File: config.mk
export PLATFORM = sky130hd
export DESIGN_NAME = stream_fifo
export DESIGN_NICKNAME = d
export VERILOG_FILES = /design/src/rtl/sfifo_pkg.sv /design/src/rtl/stream_fifo.sv
export SDC_FILE = /design/constraint.sdc
export NUM_CORES = 2
export LEC_CHECK = 0
export BUFFER_PORTS_ARGS = -buffer_cell sky130_fd_sc_hd__buf_2
export CAP_MARGIN = 20
export CORE_ASPECT_RATIO = 0.6
export CORE_MARGIN = 8
export CORE_UTILIZATION = 45
export CTS_CLUSTER_DIAMETER = 80
export DETAILED_ROUTE_END_ITERATION = 6
export SLEW_MARGIN = 5
export SYNTH_ARGS = -nofsm -noshare
export SYNTH_HDL_FRONTEND = slang
export SYNTH_SLANG_ARGS = --single-unit
File: constraint.sdc
create_clock -name clk -period 4.78 [get_ports clk]
set_input_delay 0.956 -clock clk [delete_from_list [all_inputs] [get_ports clk]]
set_output_delay 0.956 -clock clk [all_outputs]
set_load 0.005 [all_outputs]
File: src/rtl/sfifo_pkg.sv
// Constants, carriers and state layout of the streaming FIFO
package sfifo_pkg;

    // ****************************************
    // Widths and depths
    // ****************************************
    localparam int BITS_PER_SYMBOL  = 8;
    localparam int SYMBOLS_PER_BEAT = 4;
    localparam int DATA_W           = BITS_PER_SYMBOL * SYMBOLS_PER_BEAT;
    localparam int ERROR_W          = 1;
    localparam int CHANNEL_W        = 8;
    localparam int MAX_CHANNEL      = 255;
    localparam int DEPTH            = 16;
    localparam int ADDR_W           = 4;
    localparam int PTR_W            = ADDR_W + 1;
    localparam int CNT_W            = 6;
    localparam int FILL_W           = 24;
    localparam int SYNC_LEN         = 2;
    localparam int ING_DEPTH        = 4;
    localparam int CSR_AW           = 3;

    // ****************************************
    // Register word indices and reset values
    // ****************************************
    localparam logic [CSR_AW-1:0] ADDR_FILL   = 3'h0;
    localparam logic [CSR_AW-1:0] ADDR_RSVD   = 3'h1;
    localparam logic [CSR_AW-1:0] ADDR_AFULL  = 3'h2;
    localparam logic [CSR_AW-1:0] ADDR_AEMPTY = 3'h3;
    localparam logic [CSR_AW-1:0] ADDR_CUT    = 3'h4;
    localparam logic [CSR_AW-1:0] ADDR_DROP   = 3'h5;
    localparam logic [CSR_AW-1:0] ADDR_INFILL = 3'h6;
    localparam logic [FILL_W-1:0] FILL_RST    = 24'h000000;
    localparam logic [FILL_W-1:0] AFULL_RST   = FILL_W'(DEPTH - 1);
    localparam logic [FILL_W-1:0] AEMPTY_RST  = 24'h000000;
    localparam logic [FILL_W-1:0] CUT_RST     = 24'h000000;
    localparam logic              DROP_RST    = 1'b0;

    // ****************************************
    // Types
    // ****************************************
    typedef enum logic [1:0] {
        MODE_DEFAULT = 2'b00,
        MODE_SF      = 2'b01,
        MODE_CUT     = 2'b10
    } mode_e;

    typedef struct packed {
        logic [DATA_W-1:0]    data;
        logic [CHANNEL_W-1:0] channel;
        logic [ERROR_W-1:0]   error;
        logic                 sop;
        logic                 eop;
    } beat_s;

    localparam int BEAT_W = $bits(beat_s);

    typedef struct packed {
        logic [CSR_AW-1:0] address;
        logic              read;
        logic              write;
        logic [31:0]       writedata;
    } csr_req_s;

    typedef struct packed {
        beat_s [DEPTH-1:0]               mem;
        logic [PTR_W-1:0]                wr_ptr;
        logic [PTR_W-1:0]                commit_ptr;
        logic [PTR_W-1:0]                rd_ptr;
        logic [SYNC_LEN-1:0][PTR_W-1:0]  wsync;
        logic [SYNC_LEN-1:0][PTR_W-1:0]  rsync;
        logic                            pkt_err;
        beat_s                           out_beat;
        logic                            out_valid;
        logic [FILL_W-1:0]               af_lvl;
        logic [FILL_W-1:0]               ae_lvl;
        logic [FILL_W-1:0]               cut_lvl;
        logic                            drop_en;
        logic [31:0]                     rdata;
        logic                            near_full;
        logic                            near_empty;
    } core_s;

endpackage

File: src/rtl/stream_fifo.sv
// Streaming FIFO with ingress buffer, release modes and status registers
`timescale 1ns/1ps

// ****************************************
// Ingress buffer
// ****************************************
module stream_buf #(
    parameter int W = 8,
    parameter int D = 4
) (
    input  wire logic         clk,
    input  wire logic         rst_n,
    input  wire logic [W-1:0] in_data,
    input  wire logic         in_valid,
    output logic              in_ready,
    output logic      [W-1:0] out_data,
    output logic              out_valid,
    input  wire logic         out_ready
);
    localparam int AW = $clog2(D);
    localparam int CW = $clog2(D + 1);

    typedef struct packed {
        logic [D-1:0][W-1:0] mem;
        logic [AW-1:0]       wp;
        logic [AW-1:0]       rp;
        logic [CW-1:0]       cnt;
        logic                rdy;
    } buf_s;

    buf_s s;
    buf_s next_s;
    logic push;
    logic pop;

    assign in_ready  = s.rdy;
    assign out_valid = (s.cnt != '0);
    assign out_data  = s.mem[s.rp];

    always_comb begin
        next_s = s;
        push   = in_valid && s.rdy;
        pop    = out_valid && out_ready;
        if (push) begin
            next_s.mem[s.wp] = in_data;
            next_s.wp        = s.wp + AW'(1);
        end
        if (pop) begin
            next_s.rp = s.rp + AW'(1);
        end
        if (push && !pop) begin
            next_s.cnt = s.cnt + CW'(1);
        end else if (pop && !push) begin
            next_s.cnt = s.cnt - CW'(1);
        end
        next_s.rdy = (next_s.cnt < CW'(D));
    end

    always_ff @(posedge clk) begin
        if (!rst_n) begin
            s     <= '0;
            s.rdy <= 1'b1;
        end else begin
            s <= next_s;
        end
    end
endmodule

// ****************************************
// Streaming FIFO core
// ****************************************
module stream_fifo import sfifo_pkg::*; #(
    parameter bit USE_FILL     = 1'b1,
    parameter bit USE_SF       = 1'b0,
    parameter bit USE_NEAR     = 1'b1,
    parameter bit DUAL_VARIANT = 1'b0
) (
    input  wire logic        clk,
    input  wire logic        rst_n,
    input  wire beat_s       in_beat,
    input  wire logic        in_valid,
    output logic             in_ready,
    output beat_s            out_beat,
    output logic             out_valid,
    input  wire logic        out_ready,
    input  wire csr_req_s    csr_req,
    output logic [31:0]      csr_readdata,
    output logic             near_full,
    output logic             near_empty
);
    localparam bit NEAR_EN = USE_FILL && USE_NEAR && !DUAL_VARIANT;

    core_s            s;
    core_s            next_s;
    beat_s            buf_beat;
    logic             buf_valid;
    logic             buf_ready;
    logic             accept;
    logic             drop_now;
    logic             avail;
    logic             load;
    logic             committed;
    logic [PTR_W-1:0] wr_view;
    logic [PTR_W-1:0] rd_view;
    logic [PTR_W-1:0] stored;
    logic [PTR_W-1:0] in_cnt;
    logic [CNT_W-1:0] out_cnt;
    mode_e            mode;

    // ****************************************
    // Ingress buffer in the data path
    // ****************************************
    stream_buf #(
        .W (BEAT_W),
        .D (ING_DEPTH)
    ) u_ingress (
        .clk       (clk),
        .rst_n     (rst_n),
        .in_data   (in_beat),
        .in_valid  (in_valid),
        .in_ready  (in_ready),
        .out_data  (buf_beat),
        .out_valid (buf_valid),
        .out_ready (buf_ready)
    );

    assign out_beat     = s.out_beat;
    assign out_valid    = s.out_valid;
    assign csr_readdata = s.rdata;
    assign near_full    = s.near_full;
    assign near_empty   = s.near_empty;

    // ****************************************
    // Next state
    // ****************************************
    always_comb begin
        next_s = s;
        // Pointer views, delayed through a chain in the dual variant
        wr_view = DUAL_VARIANT ? s.wsync[SYNC_LEN-1] : s.wr_ptr;
        rd_view = DUAL_VARIANT ? s.rsync[SYNC_LEN-1] : s.rd_ptr;
        next_s.wsync = {s.wsync[SYNC_LEN-2:0], s.wr_ptr};
        next_s.rsync = {s.rsync[SYNC_LEN-2:0], s.rd_ptr};

        // Writer-side count excludes the output register
        in_cnt    = s.wr_ptr - rd_view;
        stored    = wr_view - s.rd_ptr;
        // Reader-side count includes the output register
        out_cnt   = CNT_W'(stored) + CNT_W'(s.out_valid);
        committed = (s.commit_ptr != s.rd_ptr);

        if (DUAL_VARIANT) begin
            mode = MODE_DEFAULT;
        end else if (USE_SF) begin
            mode = MODE_SF;
        end else if (s.cut_lvl != '0) begin
            mode = MODE_CUT;
        end else begin
            mode = MODE_DEFAULT;
        end

        case (mode)
            MODE_DEFAULT: avail = (stored != '0);
            MODE_SF:      avail = committed;
            MODE_CUT: begin
                avail = (stored != '0)
                     && ((FILL_W'(stored) >= s.cut_lvl) || committed);
            end
            default:      avail = 1'b0;
        endcase

        // Output pipeline register
        load = avail && (!s.out_valid || out_ready);
        if (load) begin
            next_s.out_beat  = s.mem[s.rd_ptr[ADDR_W-1:0]];
            next_s.out_valid = 1'b1;
            next_s.rd_ptr    = s.rd_ptr + PTR_W'(1);
        end else if (out_ready) begin
            next_s.out_valid = 1'b0;
        end

        // Write side, stalls the ingress buffer when full
        buf_ready = (in_cnt < PTR_W'(DEPTH));
        accept    = buf_valid && buf_ready;
        drop_now  = accept && (mode == MODE_SF) && s.drop_en && buf_beat.eop
                 && (s.pkt_err || (|buf_beat.error));
        if (drop_now) begin
            next_s.wr_ptr  = s.commit_ptr;
            next_s.pkt_err = 1'b0;
        end else if (accept) begin
            next_s.mem[s.wr_ptr[ADDR_W-1:0]] = buf_beat;
            next_s.wr_ptr = s.wr_ptr + PTR_W'(1);
            if (buf_beat.eop) begin
                next_s.commit_ptr = s.wr_ptr + PTR_W'(1);
                next_s.pkt_err    = 1'b0;
            end else begin
                next_s.pkt_err = s.pkt_err || (|buf_beat.error);
            end
        end

        // Threshold status
        next_s.near_full  = NEAR_EN && (FILL_W'(out_cnt) >= s.af_lvl);
        next_s.near_empty = NEAR_EN && (FILL_W'(out_cnt) <= s.ae_lvl);

        // Register port
        if (USE_FILL && csr_req.read) begin
            case (csr_req.address)
                ADDR_FILL:   next_s.rdata = 32'(FILL_W'(out_cnt));
                ADDR_INFILL: next_s.rdata = 32'(FILL_W'(in_cnt));
                ADDR_AFULL:  next_s.rdata = 32'(s.af_lvl);
                ADDR_AEMPTY: next_s.rdata = 32'(s.ae_lvl);
                ADDR_CUT:    next_s.rdata = 32'(s.cut_lvl);
                ADDR_DROP:   next_s.rdata = 32'(s.drop_en);
                default:     next_s.rdata = 32'h00000000;
            endcase
        end
        if (USE_FILL && csr_req.write) begin
            case (csr_req.address)
                ADDR_AFULL:  next_s.af_lvl  = csr_req.writedata[FILL_W-1:0];
                ADDR_AEMPTY: next_s.ae_lvl  = csr_req.writedata[FILL_W-1:0];
                ADDR_CUT:    next_s.cut_lvl = csr_req.writedata[FILL_W-1:0];
                ADDR_DROP:   next_s.drop_en = csr_req.writedata[0];
                default:     next_s.drop_en = s.drop_en;
            endcase
        end
    end

    // ****************************************
    // State register
    // ****************************************
    always_ff @(posedge clk) begin
        if (!rst_n) begin
            s            <= '0;
            s.af_lvl     <= AFULL_RST;
            s.ae_lvl     <= AEMPTY_RST;
            s.cut_lvl    <= CUT_RST;
            s.drop_en    <= DROP_RST;
            s.near_empty <= NEAR_EN;
        end else begin
            s <= next_s;
        end
    end
endmodule

==> impl_metrics.toml <==
[routing]
dr.pass1.iters = 6
vias = 32500
drc = 0
antenna_left = 0
routed_wl_mm = 119
wire_per_inst_um = 20.8
first_iter_violations = 3083
post_drt_via_cell_ratio = 5.71

[logic_synthesis]
synth_cells = 4598
ys.flop_type = "dfxtp_1"
ys_types = 59
synth_fa_ha_area_share_pct = 1.14
yosys.area_share.simple_pct = 16.0
synth_edf_count = 0
ys_seq_elements = 1026
synth_top_family_by_area = "simple AND/OR/NAND/NOR gates"
synth_commonest_cells = "dfxtp_1, nand3_1, o21ai_0, nand2_1, a21oi_1"
synth.top_cell.area_share_pct = 48.6
synth.most_common_cell = "dfxtp_1"
yosys-top-cells-area = "dfxtp_1, mux4_2, nand3_1, o21ai_0, nand2_1"
yosys_warnings = 0
synth_top_area_cell = "dfxtp_1"
yosysSeqAreaShare_pct = 48.6
muxShareOfSynthArea_pct = 12.2
avgSynthCellArea_um2 = 9.20
syn-cell-area_um2 = 42300
synth_xor_area_share_pct = 0.515
synth_compound_area_share_pct = 14.9
synthArstFlopShare_pct = 0

[cells_and_area]
area_delta_synth_final_pct = 8.71
nets = 4497
postLayoutCellArea_um2 = 46000
drive_gt1_share_pct = 13.9

[clock_network]
numCtsBuffers = 92
clk_latency_ps = 710
htreeDepth = 3
clockBufferDepth = 3
root_buffer = "clkbuf_16"
cts-resized-gates = 0
cts.sinks = 1026
cts_hold_buf = 0
post-cts-setup-buffers = 0
cts_tree = "done"
clkTransAtPathRegs_ps = 70

[setup_path]
worstPathRequired_ps = 5370
critPathCaptureType = "register"
worstSetupPathType = "register to register"
crit_path_start_kind = "register"
rrSetupSlack_ps = 300
timing.rr.end = "rd_view[4]$_SDFFE_PN0P_"
cp_max_fo = 23
r2r-start = "rd_view[2]$_SDFFE_PN0P_"
r2r_cells = 14
arrival_ps = 5060

[place]
routabilityCongestion = 0.799
placed_cell_area_um2 = 42800
numPortBuffers = 146
hpwl_mm = 68.5

[global_routing]
grt_overflow = 0
grt_start_max_net_pins = 144
antenna_found_initial = 4
grt_pass1_wl_mm = 183
track_usage_pct = 22.0
grt_pass1_vias = 30100

[floorplanning]
core.rowCount = 87
dieArea_um2 = 104000
start_util_pct = 45.2
die_h_um = 253
io_pins = 163
die_x_um = 412
core_um2 = 93500

[sta]
final-hold-violation-count = 0
fin_crit_sh_pct = 93.6
rsz0062_at_grt = "false"
skew_ps = 21.5
fmax_mhz = 223
slew_viol_final = 0
relSlewSlack_pct = 22.0
tns_ps = 0
tightest_slew_ps = 1170
fin_crit_ps = 4480
setup_viol_count_final = 0

[power]
pwr_density_cell_nw_per_um2 = 460
p_int_mw = 14.6
swShare_pct = 31.0
netSwitchingPower_mw = 6.57
ir_drop_mv = 0.371
power_frac_seq_pct = 42.9
combPwrFrac_pct = 20.4
power.leakage_nw = 15.4
p_clk_share_pct = 36.7

[worst_hold_path]
whs_endpoint = "u_ingress.s[174]$_SDFFE_PN0P_"
hold_path_depth = 2
hold_start = "u_ingress.s[174]$_SDFFE_PN0P_"
holdCritPathClass = "register to register"

[flow_run]
cap_viol_max_count = 0

[run_status]
status = "finished clean"
## logic make-up after synthesis
family                   Yosys count
flip-flops                      1026
adder cells (fa/ha/maj)           38
other                              1
multiplexers                     246
buffers and inverters            568
AND/OR/NAND/NOR                 1500
XOR/XNOR                          24
AO/OA/AOI/OAI                   1195
## critical path: stages, from the launching register on
cell,delay [ps]
dfxtp_1,530
inv_1,220
ha_1,400
a21o_1,190
a31oi_1,170
xnor2_1,210
ha_1,340
o21a_1,120
o21ai_0,70
o21ai_0,350
a2111oi_2,170
nor3_4,740
buf_4,440
a31oi_1,140
a31o_2,240
## area by class of cell
cell class | instances | area (um2)
Antenna cell | 2 | 5.00
Fill cell | 8723 | 47500
Inverter | 34 | 135
Sequential cell | 1026 | 20600
Multi-Input combinational cell | 3011 | 19100
Clock buffer | 127 | 2650
Timing Repair Buffer | 210 | 1470
Tap cell | 1246 | 1560
Clock inverter | 43 | 505
## registers in the layout, indices dropped and copies added, names as in the netlist
register and count:
near_empty 1, csr_readdata 24, wr_view 5, near_full 1, out_valid 1, s 766, u_ingress.in_ready 1, out_beat 43
rd_view 5, u_ingress.s 179
## power by group through the flow
stage	registers (mW)	clock network (mW)	logic, mW
finish	9.09	7.77	4.31
global route	9.13	8.28	4.66
CTS	9.09	7.91	4.33
detailed placement	9.28	0	4.32
global placement	9.27	0	4.28
floorplan	9.10	0	3.35
## routing by layer
layer	GRT usage (%)	share of wire [%]	vias up
li1	-	-	15800
met1	33.0	48	15700
met2	32.9	43	890
met3	4.04	6.6	152
met4	5.19	2.1	2
met5	0	0.011	-
## placed cells by master, fill, tap and decap left out, drive strengths merged, types with 3 or more instances in the layout
master and instances:
clkinv 26, dfxtp 1026, nor4 15, and3 6, ha 37, a211oi 6, bufinv 8, a22oi 87
a21oi 333, clkinvlp 3, xnor2 14, a21o 6, a221oi 3, nand2b 7, mux2i 30, nand2 636
nor2b 6, and2 6, mux4 215, nor2 95, inv 40, o21a 3, nand3 710, nand4 10
xor2 10, clkbuf 127, conb 8, nor3 3, o211ai 5, buf 210, o21ai 740
## per-stage QoR
| step | hold slack [ps] | total power, mW | std cells | utilization (%) | worst slack (ps) |
|---|---|---|---|---|---|
| floorplan | 429 | 12.4 | 4605 | - | 743 |
| global placement | 438 | 13.6 | 5526 | 45.8 | 449 |
| detailed placement | 445 | 13.6 | 5526 | 45.8 | 323 |
| CTS | 454 | 21.3 | 5696 | 49.1 | 305 |
| global route | 464 | 22.1 | 5698 | 49.2 | 62.0 |
| finish | 450 | 21.2 | 5699 | 49.2 | 304 |
## how the worst max path moves through the flow
stage,start,to,slack (ps),cells past startpoint
after floorplan,rd_view[1]$_SDFFE_PN0P_,rd_view[4]$_SDFFE_PN0P_,740,16
after global placement,rd_view[2]$_SDFFE_PN0P_,out_beat[30]$_SDFFE_PN0P_,450,13
after detailed placement,rd_view[2]$_SDFFE_PN0P_,out_beat[29]$_SDFFE_PN0P_,320,13
after CTS,rd_view[2]$_SDFFE_PN0P_,out_beat[20]$_SDFFE_PN0P_,310,13
after global routing,rd_view[2]$_SDFFE_PN0P_,out_beat[28]$_SDFFE_PN0P_,60,13
final,rd_view[2]$_SDFFE_PN0P_,rd_view[4]$_SDFFE_PN0P_,300,14
Power figures use the tool's default switching activity.
